$ cat src/verilog/cgd_pkg.sv
// control group decoder: shared constants, types and field layouts
// assumes a 16-bit word, 15-bit addresses and one clock domain
package cgd_pkg;
	// opcode and mode fields
	localparam logic [3:0] CGD_OP_CTRL = 4'h0;
	localparam logic [3:0] CGD_OP_IO = 4'h8;
	localparam logic [2:0] CGD_M_JUMP = 3'h1;
	localparam logic [2:0] CGD_M_MARK = 3'h2;
	localparam logic [2:0] CGD_M_EXEC = 3'h3;
	localparam logic [2:0] CGD_M_IMM = 3'h6;
	localparam logic [2:0] CGD_M_AUX = 3'h7;
	localparam int CGD_AUX_BIT = 5;
	localparam logic [1:0] CGD_AUTO_INC_Z = 2'h0;
	// byte group a-field codes
	localparam logic [8:0] CGD_BYTE_LD = 9'h000;
	localparam logic [8:0] CGD_BYTE_ST = 9'h009;
	localparam logic [8:0] CGD_BYTE_LDC = 9'h00c;
	localparam logic [8:0] CGD_BYTE_STC = 9'h015;
	// function digits, a field bits 8..3
	localparam logic [5:0] CGD_F_BUMP = 6'h04;
	localparam logic [5:0] CGD_F_HOLE = 6'h08;
	localparam logic [5:0] CGD_F_MUL = 6'h0e;
	localparam logic [5:0] CGD_F_DIV = 6'h0f;
	localparam logic [5:0] CGD_F_EXT_LAST = 6'h05;
	// io modes and sub-codes
	localparam logic [1:0] CGD_IO_EXC = 2'h0;
	localparam logic [1:0] CGD_IO_SEN = 2'h1;
	localparam logic [1:0] CGD_IO_IN = 2'h2;
	localparam logic [1:0] CGD_IO_OUT = 2'h3;
	localparam logic [2:0] CGD_SUB_MEM = 3'h0;
	localparam logic [2:0] CGD_SUB_B = 3'h2;
	localparam logic [2:0] CGD_SUB_CLR_A = 3'h5;
	localparam logic [2:0] CGD_SUB_CLR_B = 3'h6;
	// timing in memory cycles, and clocks per memory cycle
	localparam logic [3:0] CGD_CYC_1 = 4'h1;
	localparam logic [3:0] CGD_CYC_2 = 4'h2;
	localparam logic [3:0] CGD_CYC_3 = 4'h3;
	localparam logic [3:0] CGD_CYC_4 = 4'h4;
	localparam logic [3:0] CGD_CYC_MUL = 4'ha;
	localparam logic [3:0] CGD_CYC_DIV = 4'he;
	localparam logic [3:0] CGD_CLKS_PER_CYC = 4'h4;
	// register map and fields
	localparam logic [3:0] CGD_REG_CTRL = 4'h0;
	localparam logic [3:0] CGD_REG_STAT = 4'h4;
	localparam logic [3:0] CGD_REG_COUNT = 4'h8;
	localparam logic [3:0] CGD_REG_LASTIW = 4'hc;
	localparam int CGD_CTRL_EN = 0;
	localparam int CGD_CTRL_EXT = 1;
	localparam int CGD_CTRL_BYTE = 2;
	localparam int CGD_CTRL_MULDIV = 3;
	localparam logic [3:0] CGD_CTRL_RST = 4'h1;
	localparam int CGD_STAT_ILL = 0;
	localparam int CGD_STAT_BUSY = 1;
	localparam int CGD_STAT_GRP = 4;
	localparam logic [1:0] CGD_RESP_OK = 2'h0;
	localparam logic [1:0] CGD_RESP_DEC = 2'h3;

	typedef enum logic [1:0] {S_IDLE, S_IDX, S_COUNT} cgd_state_t;
	typedef enum logic [3:0] {CGD_G_NONE, CGD_G_JUMP, CGD_G_MARK, CGD_G_EXEC, CGD_G_AUTO,
		CGD_G_BYTE, CGD_G_IMM, CGD_G_EXT, CGD_G_IO} cgd_grp_t;
	// datapath state sampled with each instruction; sense[0] is switch 1
	typedef struct packed {
		logic [15:0] acc_a;
		logic [15:0] acc_b;
		logic [15:0] index_x;
		logic overflow_flag;
		logic [2:0] sense;
	} cgd_regs_t;
	typedef struct packed {
		logic [15:0] iw;
		logic [15:0] aw;
		logic [14:0] p;
	} cgd_ins_t;
	typedef struct packed {
		cgd_grp_t grp;
		logic [14:0] next_p;
		logic exec_go;
		logic mem_we;
		logic [14:0] mem_addr;
		logic [15:0] mem_wdata;
		logic [5:0] func;
	} cgd_res_t;
	typedef struct packed {
		logic valid;
		logic [1:0] kind;
		logic [2:0] sub;
		logic [5:0] dev;
	} cgd_io_t;
endpackage

$ cat src/verilog/cgd_axil.sv
// axi4-lite slave for the decoder's four register words
// assumes the top supplies read data combinationally from rd_addr
`timescale 1ns/10ps
`default_nettype none
module cgd_axil
	import cgd_pkg::*;
(
	input wire logic aclk,
	input wire logic aresetn,
	input wire logic [31:0] s_axi_awaddr,
	input wire logic s_axi_awvalid,
	output logic s_axi_awready,
	input wire logic [31:0] s_axi_wdata,
	input wire logic [3:0] s_axi_wstrb,
	input wire logic s_axi_wvalid,
	output logic s_axi_wready,
	output logic [1:0] s_axi_bresp,
	output logic s_axi_bvalid,
	input wire logic s_axi_bready,
	input wire logic [31:0] s_axi_araddr,
	input wire logic s_axi_arvalid,
	output logic s_axi_arready,
	output logic [31:0] s_axi_rdata,
	output logic [1:0] s_axi_rresp,
	output logic s_axi_rvalid,
	input wire logic s_axi_rready,
	output logic wr_en,
	output logic [3:0] wr_addr,
	output logic [31:0] wr_data,
	output logic [3:0] wr_strb,
	output logic [3:0] rd_addr,
	input wire logic [31:0] rd_data
);
	logic [31:0] awa_r, awa_nxt, wd_r, wd_nxt;
	logic [3:0] ws_r, ws_nxt;
	logic awg_r, awg_nxt, wg_r, wg_nxt, awr_r, awr_nxt, wr_r, wr_nxt;
	logic bv_r, bv_nxt, we_r, we_nxt, arr_r, arr_nxt, rv_r, rv_nxt;
	logic [1:0] br_r, br_nxt, rr_r, rr_nxt;
	logic [31:0] rd_r, rd_nxt;
	logic fire, ar_hit;

	// address and data are held separately, so either may arrive first
	always_comb
	begin
		awg_nxt = awg_r | (s_axi_awvalid & awr_r);
		awa_nxt = (s_axi_awvalid & awr_r) ? s_axi_awaddr : awa_r;
		wg_nxt = wg_r | (s_axi_wvalid & wr_r);
		wd_nxt = (s_axi_wvalid & wr_r) ? s_axi_wdata : wd_r;
		ws_nxt = (s_axi_wvalid & wr_r) ? s_axi_wstrb : ws_r;
		bv_nxt = bv_r & ~s_axi_bready;
		br_nxt = br_r;
		fire = awg_r & wg_r & ~bv_r;
		we_nxt = fire & (awa_r[31:4] == 28'h0000000);
		if (fire)
		begin
			awg_nxt = 1'b0;
			wg_nxt = 1'b0;
			bv_nxt = 1'b1;
			br_nxt = (awa_r[31:4] == 28'h0000000) ? CGD_RESP_OK : CGD_RESP_DEC;
		end
		awr_nxt = ~awg_nxt;
		wr_nxt = ~wg_nxt;
	end

	// reads answer one cycle after the address is taken
	always_comb
	begin
		ar_hit = s_axi_araddr[31:4] == 28'h0000000;
		arr_nxt = arr_r;
		rv_nxt = rv_r;
		rd_nxt = rd_r;
		rr_nxt = rr_r;
		if (s_axi_arvalid & arr_r)
		begin
			arr_nxt = 1'b0;
			rv_nxt = 1'b1;
			rd_nxt = ar_hit ? rd_data : 32'h00000000;
			rr_nxt = ar_hit ? CGD_RESP_OK : CGD_RESP_DEC;
		end
		else if (rv_r & s_axi_rready)
		begin
			arr_nxt = 1'b1;
			rv_nxt = 1'b0;
		end
	end

	always_ff @(posedge aclk)
	begin
		if (!aresetn)
		begin
			awa_r <= 32'h00000000;
			wd_r <= 32'h00000000;
			ws_r <= 4'h0;
			awg_r <= 1'b0;
			wg_r <= 1'b0;
			awr_r <= 1'b1;
			wr_r <= 1'b1;
			bv_r <= 1'b0;
			br_r <= CGD_RESP_OK;
			we_r <= 1'b0;
			arr_r <= 1'b1;
			rv_r <= 1'b0;
			rd_r <= 32'h00000000;
			rr_r <= CGD_RESP_OK;
		end
		else
		begin
			awa_r <= awa_nxt;
			wd_r <= wd_nxt;
			ws_r <= ws_nxt;
			awg_r <= awg_nxt;
			wg_r <= wg_nxt;
			awr_r <= awr_nxt;
			wr_r <= wr_nxt;
			bv_r <= bv_nxt;
			br_r <= br_nxt;
			we_r <= we_nxt;
			arr_r <= arr_nxt;
			rv_r <= rv_nxt;
			rd_r <= rd_nxt;
			rr_r <= rr_nxt;
		end
	end

	assign s_axi_awready = awr_r;
	assign s_axi_wready = wr_r;
	assign s_axi_bvalid = bv_r;
	assign s_axi_bresp = br_r;
	assign s_axi_arready = arr_r;
	assign s_axi_rvalid = rv_r;
	assign s_axi_rdata = rd_r;
	assign s_axi_rresp = rr_r;
	assign wr_en = we_r; // write strobe rises in the same cycle as the response
	assign wr_addr = awa_r[3:0];
	assign wr_data = wd_r;
	assign wr_strb = ws_r;
	assign rd_addr = s_axi_araddr[3:0];
endmodule
`default_nettype wire

$ cat src/verilog/cgd_cond.sv
// condition tester: AND of every test picked by a set a-field bit
// assumes register values are settled in the cycle they are sampled
`timescale 1ns/10ps
`default_nettype none
module cgd_cond
	import cgd_pkg::*;
(
	input wire logic [8:0] sel,
	input wire cgd_regs_t regs,
	output logic ok
);
	logic [8:0] test;

	// one test per a-field bit; an empty field is always true
	always_comb
	begin
		test[0] = regs.overflow_flag;
		test[1] = !regs.acc_a[15];
		test[2] = regs.acc_a[15];
		test[3] = regs.acc_a == 16'h0000;
		test[4] = regs.acc_b == 16'h0000;
		test[5] = regs.index_x == 16'h0000;
		test[8:6] = regs.sense;
		ok = &(test | ~sel);
	end
endmodule
`default_nettype wire

$ cat src/verilog/cgd_top.sv
// control group and io instruction decoder with its sequencer
// assumes the fetch path offers an instruction with its address word,
// the datapath values in the same cycle, and answers index reads later
`timescale 1ns/10ps
`default_nettype none
module cgd_top
	import cgd_pkg::*;
(
	input wire logic aclk,
	input wire logic aresetn,
	input wire logic [31:0] s_axi_awaddr,
	input wire logic s_axi_awvalid,
	output logic s_axi_awready,
	input wire logic [31:0] s_axi_wdata,
	input wire logic [3:0] s_axi_wstrb,
	input wire logic s_axi_wvalid,
	output logic s_axi_wready,
	output logic [1:0] s_axi_bresp,
	output logic s_axi_bvalid,
	input wire logic s_axi_bready,
	input wire logic [31:0] s_axi_araddr,
	input wire logic s_axi_arvalid,
	output logic s_axi_arready,
	output logic [31:0] s_axi_rdata,
	output logic [1:0] s_axi_rresp,
	output logic s_axi_rvalid,
	input wire logic s_axi_rready,
	input wire logic ins_valid,
	output logic ins_ready,
	input wire cgd_ins_t ins,
	input wire cgd_regs_t regs,
	output logic idx_rd,
	output logic [4:0] idx_addr,
	input wire logic idx_rvalid,
	input wire logic [15:0] idx_rdata,
	output logic done,
	output var cgd_res_t res,
	output var cgd_io_t io_cmd
);
	logic [8:0] a_fld;
	logic [2:0] m_fld;
	logic [5:0] f_fld;
	logic [14:0] tgt, p1, p2;
	logic cond_ok, wr_en, take, ill_set, d_auto, d_ill, aux_jmp;
	logic [3:0] wr_addr, wr_strb, rd_addr, d_cyc;
	logic [31:0] wr_data, rd_data;
	logic [15:0] aux_val;
	cgd_res_t d_res, res_r, res_nxt;
	cgd_io_t d_io, io_r, io_nxt;
	cgd_ins_t ins_r, ins_nxt;
	cgd_state_t st_r, st_nxt;
	logic [3:0] ctrl_r, ctrl_nxt, tot_r, tot_nxt, left_r, left_nxt, clk_r, clk_nxt;
	logic ill_r, ill_nxt, jmp_r, jmp_nxt, rdy_r, rdy_nxt, done_r, done_nxt;
	logic idx_rd_r, idx_rd_nxt;
	logic [1:0] kind_r, kind_nxt;
	logic [4:0] idx_addr_r, idx_addr_nxt;
	logic [14:0] jadr_r, jadr_nxt;
	logic [15:0] cnt_r, cnt_nxt;
	logic [7:0] el_r;

	////////////////////////////////////////////////////////////////
	// register bus

	cgd_axil u_bus (
		.aclk(aclk),
		.aresetn(aresetn),
		.s_axi_awaddr(s_axi_awaddr),
		.s_axi_awvalid(s_axi_awvalid),
		.s_axi_awready(s_axi_awready),
		.s_axi_wdata(s_axi_wdata),
		.s_axi_wstrb(s_axi_wstrb),
		.s_axi_wvalid(s_axi_wvalid),
		.s_axi_wready(s_axi_wready),
		.s_axi_bresp(s_axi_bresp),
		.s_axi_bvalid(s_axi_bvalid),
		.s_axi_bready(s_axi_bready),
		.s_axi_araddr(s_axi_araddr),
		.s_axi_arvalid(s_axi_arvalid),
		.s_axi_arready(s_axi_arready),
		.s_axi_rdata(s_axi_rdata),
		.s_axi_rresp(s_axi_rresp),
		.s_axi_rvalid(s_axi_rvalid),
		.s_axi_rready(s_axi_rready),
		.wr_en(wr_en),
		.wr_addr(wr_addr),
		.wr_data(wr_data),
		.wr_strb(wr_strb),
		.rd_addr(rd_addr),
		.rd_data(rd_data)
	);

	// control bits, sticky illegal flag (a new set beats a clear), read mux
	always_comb
	begin
		ctrl_nxt = ctrl_r;
		ill_nxt = ill_r;
		if (wr_en && wr_strb[0] && wr_addr == CGD_REG_CTRL)
			ctrl_nxt = wr_data[3:0];
		if (wr_en && wr_strb[0] && wr_addr == CGD_REG_STAT && wr_data[CGD_STAT_ILL])
			ill_nxt = 1'b0;
		if (ill_set)
			ill_nxt = 1'b1;
		rd_data = 32'h00000000;
		case (rd_addr)
			CGD_REG_CTRL: rd_data[3:0] = ctrl_r;
			CGD_REG_STAT:
			begin
				rd_data[CGD_STAT_ILL] = ill_r;
				rd_data[CGD_STAT_BUSY] = st_r != S_IDLE;
				rd_data[CGD_STAT_GRP +: 4] = res_r.grp;
			end
			CGD_REG_COUNT: rd_data[15:0] = cnt_r;
			CGD_REG_LASTIW: rd_data[15:0] = ins_r.iw;
			default: rd_data = 32'h00000000;
		endcase
	end

	always_ff @(posedge aclk)
	begin
		if (!aresetn)
		begin
			ctrl_r <= CGD_CTRL_RST;
			ill_r <= 1'b0;
		end
		else
		begin
			ctrl_r <= ctrl_nxt;
			ill_r <= ill_nxt;
		end
	end

	////////////////////////////////////////////////////////////////
	// decode

	assign a_fld = ins.iw[8:0];
	assign m_fld = ins.iw[11:9];
	assign f_fld = ins.iw[8:3];
	assign tgt = ins.aw[14:0];
	assign p1 = ins.p + 15'h0001;
	assign p2 = ins.p + 15'h0002;

	cgd_cond u_cond (
		.sel(a_fld),
		.regs(regs),
		.ok(cond_ok)
	);

	// classify the offered word; undecodable codes retire as a no-op in one cycle
	always_comb
	begin
		d_res = '0;
		d_io = '0;
		d_cyc = CGD_CYC_2;
		d_auto = 1'b0;
		d_ill = 1'b0;
		d_res.next_p = p2;
		d_res.mem_addr = tgt;
		d_res.func = f_fld;
		if (ins.iw[15:12] == CGD_OP_IO)
		begin
			d_res.grp = CGD_G_IO;
			d_io.valid = 1'b1;
			d_io.kind = m_fld[1:0];
			d_io.sub = a_fld[8:6];
			d_io.dev = a_fld[5:0];
			d_ill = m_fld[2];
			// only the memory forms carry an address word
			if (!(m_fld[1] && a_fld[8:6] == CGD_SUB_MEM))
				d_res.next_p = p1;
			unique case (m_fld[1:0])
				CGD_IO_EXC: d_cyc = CGD_CYC_1;
				CGD_IO_SEN: d_cyc = CGD_CYC_2;
				CGD_IO_IN:
				begin
					if (a_fld[8:6] == CGD_SUB_MEM)
						d_cyc = CGD_CYC_3;
					if (a_fld[8:6] > CGD_SUB_B && a_fld[8:6] != CGD_SUB_CLR_A && a_fld[8:6] != CGD_SUB_CLR_B)
						d_ill = 1'b1;
				end
				CGD_IO_OUT: d_ill = d_ill | (a_fld[8:6] > CGD_SUB_B);
			endcase
		end
		else if (ins.iw[15:12] == CGD_OP_CTRL)
		begin
			unique case (m_fld)
				CGD_M_JUMP:
				begin
					d_res.grp = CGD_G_JUMP;
					d_res.next_p = cond_ok ? tgt : p2;
				end
				CGD_M_MARK:
				begin
					d_res.grp = CGD_G_MARK;
					// return address goes to the target, execution resumes after it
					d_res.mem_we = cond_ok;
					d_res.mem_wdata = {1'b0, p2};
					d_res.next_p = cond_ok ? tgt + 15'h0001 : p2;
					d_cyc = (cond_ok && a_fld != 9'h000) ? CGD_CYC_3 : CGD_CYC_2;
				end
				CGD_M_EXEC:
				begin
					// the fetch path runs the single word at mem_addr, then p+2
					d_res.grp = CGD_G_EXEC;
					d_res.exec_go = cond_ok;
				end
				CGD_M_IMM:
					if (ctrl_r[CGD_CTRL_EXT])
					begin
						d_res.grp = CGD_G_EXT;
						d_cyc = CGD_CYC_3;
						d_ill = f_fld == 6'h00 || f_fld == CGD_F_BUMP || f_fld > CGD_F_EXT_LAST;
					end
					else
					begin
						d_res.grp = CGD_G_IMM;
						d_ill = f_fld == 6'h00 || f_fld == CGD_F_HOLE || f_fld > CGD_F_DIV;
						if (f_fld == CGD_F_MUL)
							d_cyc = CGD_CYC_MUL;
						if (f_fld == CGD_F_DIV)
							d_cyc = CGD_CYC_DIV;
						if (f_fld >= CGD_F_MUL && !ctrl_r[CGD_CTRL_MULDIV])
							d_ill = 1'b1;
					end
				CGD_M_AUX:
					if (a_fld[CGD_AUX_BIT])
					begin
						d_res.grp = CGD_G_AUTO;
						d_auto = 1'b1;
						d_res.mem_addr = {10'h000, a_fld[4:0]};
					end
					else
					begin
						d_res.grp = CGD_G_BYTE;
						d_res.func = a_fld[5:0];
						d_ill = !ctrl_r[CGD_CTRL_BYTE] || !(a_fld == CGD_BYTE_LD || a_fld == CGD_BYTE_ST
							|| a_fld == CGD_BYTE_LDC || a_fld == CGD_BYTE_STC);
					end
				default: d_ill = 1'b1;
			endcase
		end
		else
			d_ill = 1'b1;
		if (d_ill)
		begin
			d_res = '0;
			d_res.next_p = p1;
			d_io = '0;
			d_cyc = CGD_CYC_1;
			d_auto = 1'b0;
		end
	end

	////////////////////////////////////////////////////////////////
	// sequencer

	// auto-index update: kind bit 1 picks decrement, bit 0 jump on nonzero
	assign aux_val = kind_r[1] ? idx_rdata - 16'h0001 : idx_rdata + 16'h0001;
	assign aux_jmp = kind_r[0] ? aux_val != 16'h0000 : aux_val == 16'h0000;

	// accept, fetch the index word if needed, then hold for the cycle count
	always_comb
	begin
		st_nxt = st_r;
		res_nxt = res_r;
		io_nxt = io_r;
		ins_nxt = ins_r;
		tot_nxt = tot_r;
		left_nxt = left_r;
		clk_nxt = clk_r;
		kind_nxt = kind_r;
		jmp_nxt = jmp_r;
		jadr_nxt = jadr_r;
		idx_rd_nxt = idx_rd_r;
		idx_addr_nxt = idx_addr_r;
		cnt_nxt = cnt_r;
		done_nxt = 1'b0;
		ill_set = 1'b0;
		take = st_r == S_IDLE && ins_valid && rdy_r;
		unique case (st_r)
			S_IDLE:
				if (take)
				begin
					ins_nxt = ins;
					res_nxt = d_res;
					io_nxt = d_io;
					tot_nxt = d_cyc;
					left_nxt = d_cyc;
					clk_nxt = 4'h0;
					kind_nxt = a_fld[7:6];
					jmp_nxt = 1'b0;
					jadr_nxt = tgt;
					idx_rd_nxt = d_auto;
					idx_addr_nxt = a_fld[4:0];
					ill_set = d_ill;
					st_nxt = d_auto ? S_IDX : S_COUNT;
				end
			S_IDX:
				if (idx_rvalid)
				begin
					idx_rd_nxt = 1'b0;
					res_nxt.mem_we = 1'b1;
					res_nxt.mem_wdata = aux_val;
					res_nxt.next_p = aux_jmp ? jadr_r : res_r.next_p;
					jmp_nxt = aux_jmp;
					tot_nxt = aux_jmp ? CGD_CYC_4 : CGD_CYC_3;
					left_nxt = aux_jmp ? CGD_CYC_4 : CGD_CYC_3;
					st_nxt = S_COUNT;
				end
			S_COUNT:
			begin
				clk_nxt = clk_r + 4'h1;
				if (clk_r == CGD_CLKS_PER_CYC - 4'h1)
				begin
					clk_nxt = 4'h0;
					left_nxt = left_r - 4'h1;
					if (left_r == CGD_CYC_1)
					begin
						st_nxt = S_IDLE;
						done_nxt = 1'b1;
						cnt_nxt = cnt_r + 16'h0001;
					end
				end
			end
			default: st_nxt = S_IDLE;
		endcase
		// ready stays low while disabled, so the fetch path stalls
		rdy_nxt = st_nxt == S_IDLE && ctrl_r[CGD_CTRL_EN];
	end

	always_ff @(posedge aclk)
	begin
		if (!aresetn)
		begin
			st_r <= S_IDLE;
			res_r <= '0;
			io_r <= '0;
			ins_r <= '0;
			tot_r <= 4'h0;
			left_r <= 4'h0;
			clk_r <= 4'h0;
			kind_r <= 2'h0;
			jmp_r <= 1'b0;
			jadr_r <= 15'h0000;
			idx_rd_r <= 1'b0;
			idx_addr_r <= 5'h00;
			cnt_r <= 16'h0000;
			done_r <= 1'b0;
			rdy_r <= 1'b0;
		end
		else
		begin
			st_r <= st_nxt;
			res_r <= res_nxt;
			io_r <= io_nxt;
			ins_r <= ins_nxt;
			tot_r <= tot_nxt;
			left_r <= left_nxt;
			clk_r <= clk_nxt;
			kind_r <= kind_nxt;
			jmp_r <= jmp_nxt;
			jadr_r <= jadr_nxt;
			idx_rd_r <= idx_rd_nxt;
			idx_addr_r <= idx_addr_nxt;
			cnt_r <= cnt_nxt;
			done_r <= done_nxt;
			rdy_r <= rdy_nxt;
		end
	end

	assign ins_ready = rdy_r;
	assign idx_rd = idx_rd_r;
	assign idx_addr = idx_addr_r;
	assign done = done_r;
	assign res = res_r;
	assign io_cmd = io_r;

	////////////////////////////////////////////////////////////////
	// checks

	// clocks spent counting, read by the span check only
	always_ff @(posedge aclk)
	begin
		if (!aresetn)
			el_r <= 8'h00;
		else
			el_r <= (st_r == S_COUNT) ? el_r + 8'h01 : 8'h00;
	end
endmodule
`default_nettype wire
$ cat config.mk
export PLATFORM = sky130hd
export DESIGN_NAME = cgd_top
export DESIGN_NICKNAME = d
export VERILOG_FILES = /design/src/verilog/cgd_pkg.sv /design/src/verilog/cgd_axil.sv /design/src/verilog/cgd_cond.sv /design/src/verilog/cgd_top.sv
export SDC_FILE = /design/constraint.sdc
export NUM_CORES = 1
export LEC_CHECK = 0
export ABC_AREA = 1
export BUFFER_PORTS_ARGS = -buffer_cell sky130_fd_sc_hd__buf_2
export CAP_MARGIN = 10
export CORE_AREA = 2 2 166 184
export CTS_BUF_LIST = sky130_fd_sc_hd__clkbuf_2 sky130_fd_sc_hd__clkbuf_4 sky130_fd_sc_hd__clkbuf_8
export CTS_CLUSTER_SIZE = 30
export DETAILED_ROUTE_END_ITERATION = 10
export DIE_AREA = 0 0 168 186
export PLACE_DENSITY_LB_ADDON = 0.1
export SLEW_MARGIN = 20
export SYNTH_ARGS = -nofsm -noshare
export SYNTH_HDL_FRONTEND = slang
export SYNTH_SLANG_ARGS = --single-unit
export TNS_END_PERCENT = 1
$ cat constraint.sdc
create_clock -name aclk -period 4.6 [get_ports aclk]
set_clock_uncertainty 0.05 [all_clocks]
set_input_delay 0.92 -clock aclk [delete_from_list [all_inputs] [get_ports aclk]]
set_output_delay 0.92 -clock aclk [all_outputs]
set_load 0.05 [all_outputs]
== After elaboration in Yosys (flattened, before gate mapping) ==
Index checks and enable logic that the tools add are counted.

* Equality and inequality tests: 29
* Reductions and logical operators: 56
* Bitwise gates (word level): 17
* Mux-type cells: 89
* Add/subtract/negate cells: 8
* Magnitude comparators: 4

{| class="wikitable"
|+ Operators by type and width
! operator !! count
|-
| 2-to-1 mux 15 bit || 8
|-
| zero test 16 bit || 4
|-
| one-hot mux 15 bit (2 select lines) || 2
|-
| 2-to-1 mux 58 bit || 1
|-
| 2-to-1 mux 57 bit || 1
|-
| zero test 28 bit || 2
|-
| 2-to-1 mux 54 bit || 1
|-
| 2-to-1 mux 16 bit || 3
|-
| 2-to-1 mux 4 bit || 11
|-
| 2-to-1 mux 39 bit || 1
|-
| 2-to-1 mux 1 bit || 33
|-
| adder 16 x 1 -> 16 bit, second input constant || 2
|-
| one-hot mux 16 bit (2 select lines) || 1
|-
| adder 15 x 1 -> 15 bit, second input constant || 2
|-
| 2-to-1 mux 12 bit || 2
|-
| one-hot mux 4 bit (3 select lines) || 2
|-
| 2-to-1 mux 19 bit || 1
|-
| == test 6 x 4 -> 1 bit, second input constant || 3
|-
| == test 9 x 4 -> 1 bit, second input constant || 2
|-
| one-hot mux 4 bit (2 select lines) || 2
|-
| one-hot mux 8 bit (2 select lines) || 1
|-
| nonzero test 16 bit || 1
|-
| subtractor 16 x 1 -> 16 bit, second input constant || 1
|-
| adder 15 x 2 -> 15 bit, second input constant || 1
|-
| other kinds (49) || 115
|}

* Bits of input ports: 224
* Logic and storage cells: 241
* Flip-flop bits (word level): 223
* Output and inout port bits: 119

== Depth between registers and ports, before layout ==
* Depth in word-level cells: 16
* Depth in mapped cells: 21
* Gate-level depth less buffers: 20

== Modules after synthesis ==
A second synthesis with hierarchy kept.

* Cell total of the unflattened synthesis: 2079
* Area total of the unflattened synthesis: 13479.2 µm²

{| class="wikitable"
|+ Modules (own cells, without submodules)
! module !! cells an instance !! area each (µm²) !! instances
|-
| cgd_top || 1459 || 9056.2 || 1
|-
| cgd_axil || 556 || 4174.0 || 1
|-
| cgd_cond || 64 || 249.0 || 1
|}

== Worst setup path after synthesis ==
No wires, ideal clock.

* Path kind: input to register
* From: input idx_rdata[0]
* To: register res_r (netlist bit res[40])
* Stages: 19
* Arrival: 2.680 ns
* Required time: 4.437 ns
* Slack: 1.757 ns
* Cell sequence: inv_1 fa_1 inv_1 nand3_1 nand2_1 nand2_1 nand2_1 nand2_1 nand2_1 nand3_1 nor2_1 nand3_1 nand2_1 nand3_2 nand2_4 buf_6 nand2_1 nand2_1 nor2_1

* Cells in the longest elaborated chain, start to end: 6

{| class="wikitable"
|+ Ends and longest elaborated chain
! element !! RTL line !! text
|-
| start, declared || cgd_top.sv:35 || <nowiki>input wire logic [15:0] idx_rdata,</nowiki>
|-
| adder 16 x 1 -> 16 bit or subtractor 16 x 1 -> 16 bit (tied branches) || cgd_top.sv:257 || <nowiki>assign aux_val = kind_r[1] ? idx_rdata - 16'h0001 : idx_rdata + 16'h0001;</nowiki>
|-
| 2-to-1 mux 16 bit * || cgd_top.sv:257 ||
|-
| zero test 16 bit or nonzero test 16 bit (tied branches) || cgd_top.sv:258 || <nowiki>assign aux_jmp = kind_r[0] ? aux_val != 16'h0000 : aux_val == 16'h0000;</nowiki>
|-
| 2-to-1 mux 1 bit * || cgd_top.sv:258 ||
|-
| != test 2 bit (no source line) * || - ||
|-
| AND reduction 4 bit (no source line) * || - ||
|-
| end signal, assigned || cgd_top.sv:353 || <nowiki>res_r <= res_nxt;</nowiki>
|-
| end, declared || cgd_top.sv:48 || <nowiki>cgd_res_t d_res, res_r, res_nxt;</nowiki>
|}

Every way passes the cells marked *; elsewhere a longest branch is shown, timed or not.
A chain may end at the register's enable or synchronous reset.

==> flow_summary.toml <==
[status]
status = "completed"

[route]
drtIter0Drc = 1011
ant_nets = 0
dr.pass1.iters = 5
vias = 12309
routed_wl_mm = 38.4
via_per_inst = 5.03
drc = 0
wl_per_cell_um = 15.7

[sta]
hold_violations = 0
setup_slack_ps = 1390
tightest_slew_ps = 1010
slew_headroom = 0.326
fin_crit_ps = 3210
final.setup.tns_ps = 0
slew_viol_final = 0
setup_viol = 0
min_period_over_period = 0.698
rsz0062_at_grt = "false"
timing.fmax_ghz = 0.312

[power]
powerDensity_nw_per_um2 = 286
p_leak_nw = 6.46
peakVddDrop_v = 0.000193

[clock_tree]
cts_sinks = 197
tritoncts = "built"
post_cts_buffers = 0
root_buffer = "clkbuf_8"
clk_pin_slew_worst_paths_ps = 120
h-tree-depth = 4
cts_resized = 0
clk_latency_ps = 490
cts_hold_buffers = 0
cts.path.max_buffers = 2
cts_made_buffers = 17

[worst_setup_path]
rrSetupSlack_ps = 1390
path_class = "flop to flop"
endpoint_kind = "flop"
cp-start-kind = "flop"
crit_required_ps = 4930
crit_arrival_ps = 3540
path_max_fanout = 24

[global_route]
grt_max_degree = 61
antenna_found_initial = 1
grt_pass1_wl_mm = 60.0
grt_pass1_vias = 11304
gr-total-overflow = 0
grt_usage = 0.244

[synthesis]
ys_seq_elements = 197
yosysWarnings = 0
netlist.area_leader.share = 0.341
yosysTopAreaCell = "dfxtp_1"
ys_types = 52
syn_area_um2 = 11600
syn_avg_cell_area_um2 = 6.38
synth_cells = 1812
async_reset_ff_frac = 0
synth_area_leaders = "dfxtp_1 34%, nand2_1 15%, nor2_1 7.4%, inv_1 7.0%, a21oi_1 6.6%"
synth_edf_count = 0
seq_area_frac_synth = 0.341
synth_ff_type = "dfxtp_1"

[place]
pre_cts_slack_ps = 990
hpwl_mm = 29.7
gp_congestion = 0.906
port_buffers = 294

[floorplanning]
core_um2 = 29300
die_w_um = 168
die-area_um2 = 31200
chipHeight_um = 186
pin_count = 343
initial_core_util = 0.394
row_count = 66

[final_layout]
drive_gt1_frac = 0.183
syn_to_final_growth_pct = 17.6
antenna_cells = 0
layout_commonest_cell = "nand2_1"
final_cell_mix = "455 x nand2_1, 294 x buf_2, 228 x nor2_1, 216 x inv_1, 197 x dfxtp_1"
layout.nets = 2312

[hold_path]
hold_class = "flop to flop"

[flow_run]
maxCapViolCount = 0
[power breakdown]
group / total (W) / leakage, nW / switching [W] / internal [W]
Combinational: 0.000901 / 4.66 / 0.000634 / 0.000267
Clock: 0.00113 / 0.196 / 0.000724 / 0.000409
Sequential: 0.00185 / 1.61 / 0.0000543 / 0.00180
[per-stage QoR]
stage | util | instances | hold slack [ps] | cell area [µm²] | total power [W]
after floorplan | - | 1827 | 379 | 11600 | 0.00251
after global placement | 0.450 | 2416 | 395 | 13200 | 0.00278
after detailed placement | 0.450 | 2416 | 396 | 13200 | 0.00279
after CTS | 0.464 | 2447 | 421 | 13600 | 0.00393
after global routing | 0.464 | 2447 | 433 | 13600 | 0.00409
final | 0.464 | 2447 | 418 | 13600 | 0.00389
[metal layers]
metal  GRT usage  vias to the layer above  part of all wire  wire (µm)
met1       0.307                     5551              0.44      17100
met5           0                        -           0.00042         16
met3      0.0385                       63             0.050       1920
met4      0.0755                        2             0.023        903
li1            -                     6313                 -          -
met2       0.428                      380              0.48      18500
[path summary, 6_finish.rpt]
path / startpoint / end / cells after the start
hold / removal: ins_r[46]$_SDFFE_PN0P_ / ins_r[46]$_SDFFE_PN0P_ / 2
hold reg to reg: ins_r[46]$_SDFFE_PN0P_ / ins_r[46]$_SDFFE_PN0P_ / 2
setup reg to reg: ins_r[38]$_SDFFE_PN0P_ / res[53]$_SDFFE_PN0P_ / 19
setup / recovery: ins_r[38]$_SDFFE_PN0P_ / res[53]$_SDFFE_PN0P_ / 19
[registers in the layout (all words and copies together) (netlist names), 11 cells and up]
name               cells
u_bus.awa_r           32
jadr_r                15
cnt_r                 16
u_bus.s_axi_rdata     16
res                   58
ins_r                 16
io_cmd                11
[synthesized netlist by cell type, types with 23 or more instances]
master    instances
nor2_1          228
dfxtp_1         197
xor2_1           25
nand2_1         455
clkbuf_1         48
buf_4            25
o211ai_1         24
nand3_1         101
inv_1           217
o21ai_0         123
ha_1             26
a21oi_1         152
nand4_1          23
[logic make-up (layout without fill, tap and decap cells)]
family / count (synthesis) / after routing / synth area share
and+or+nand+nor: 885 / 885 / 0.322
AOI/OAI and AO/OA: 349 / 349 / 0.166
buffers and inverters: 321 / 567 / 0.116
DFF: 197 / 197 / 0.341
xor gates and xnor gates: 32 / 32 / 0.0243
adders and majority gates: 27 / 27 / 0.0299
other: 1 / 16 / 0.000324
[worst max-delay path, stage by stage (launching register included)]
cell,delay (ps)
dfxtp_1,320
buf_4,230
inv_1,190
fa_1,440
inv_1,90
nand3_1,60
nand2_1,130
nand2_1,90
nand2_1,60
nand2_1,40
nand2_1,90
nand3_1,80
nor2_1,220
nand3_1,120
nand2_1,100
nand3_2,130
nand2_4,270
inv_1,200
nor2_1,130
nor2_1,50
[area by class of cell]
type / instances / area (µm²)
Fill cell: 3189 / 15700
Multi-Input combinational cell: 1309 / 6340
Sequential cell: 197 / 3940
Timing Repair Buffer: 313 / 1610
Inverter: 223 / 837
Tap cell: 374 / 468
Clock buffer: 17 / 234
Clock inverter: 14 / 161
Note: power is estimated with default switching activity, not from simulation.
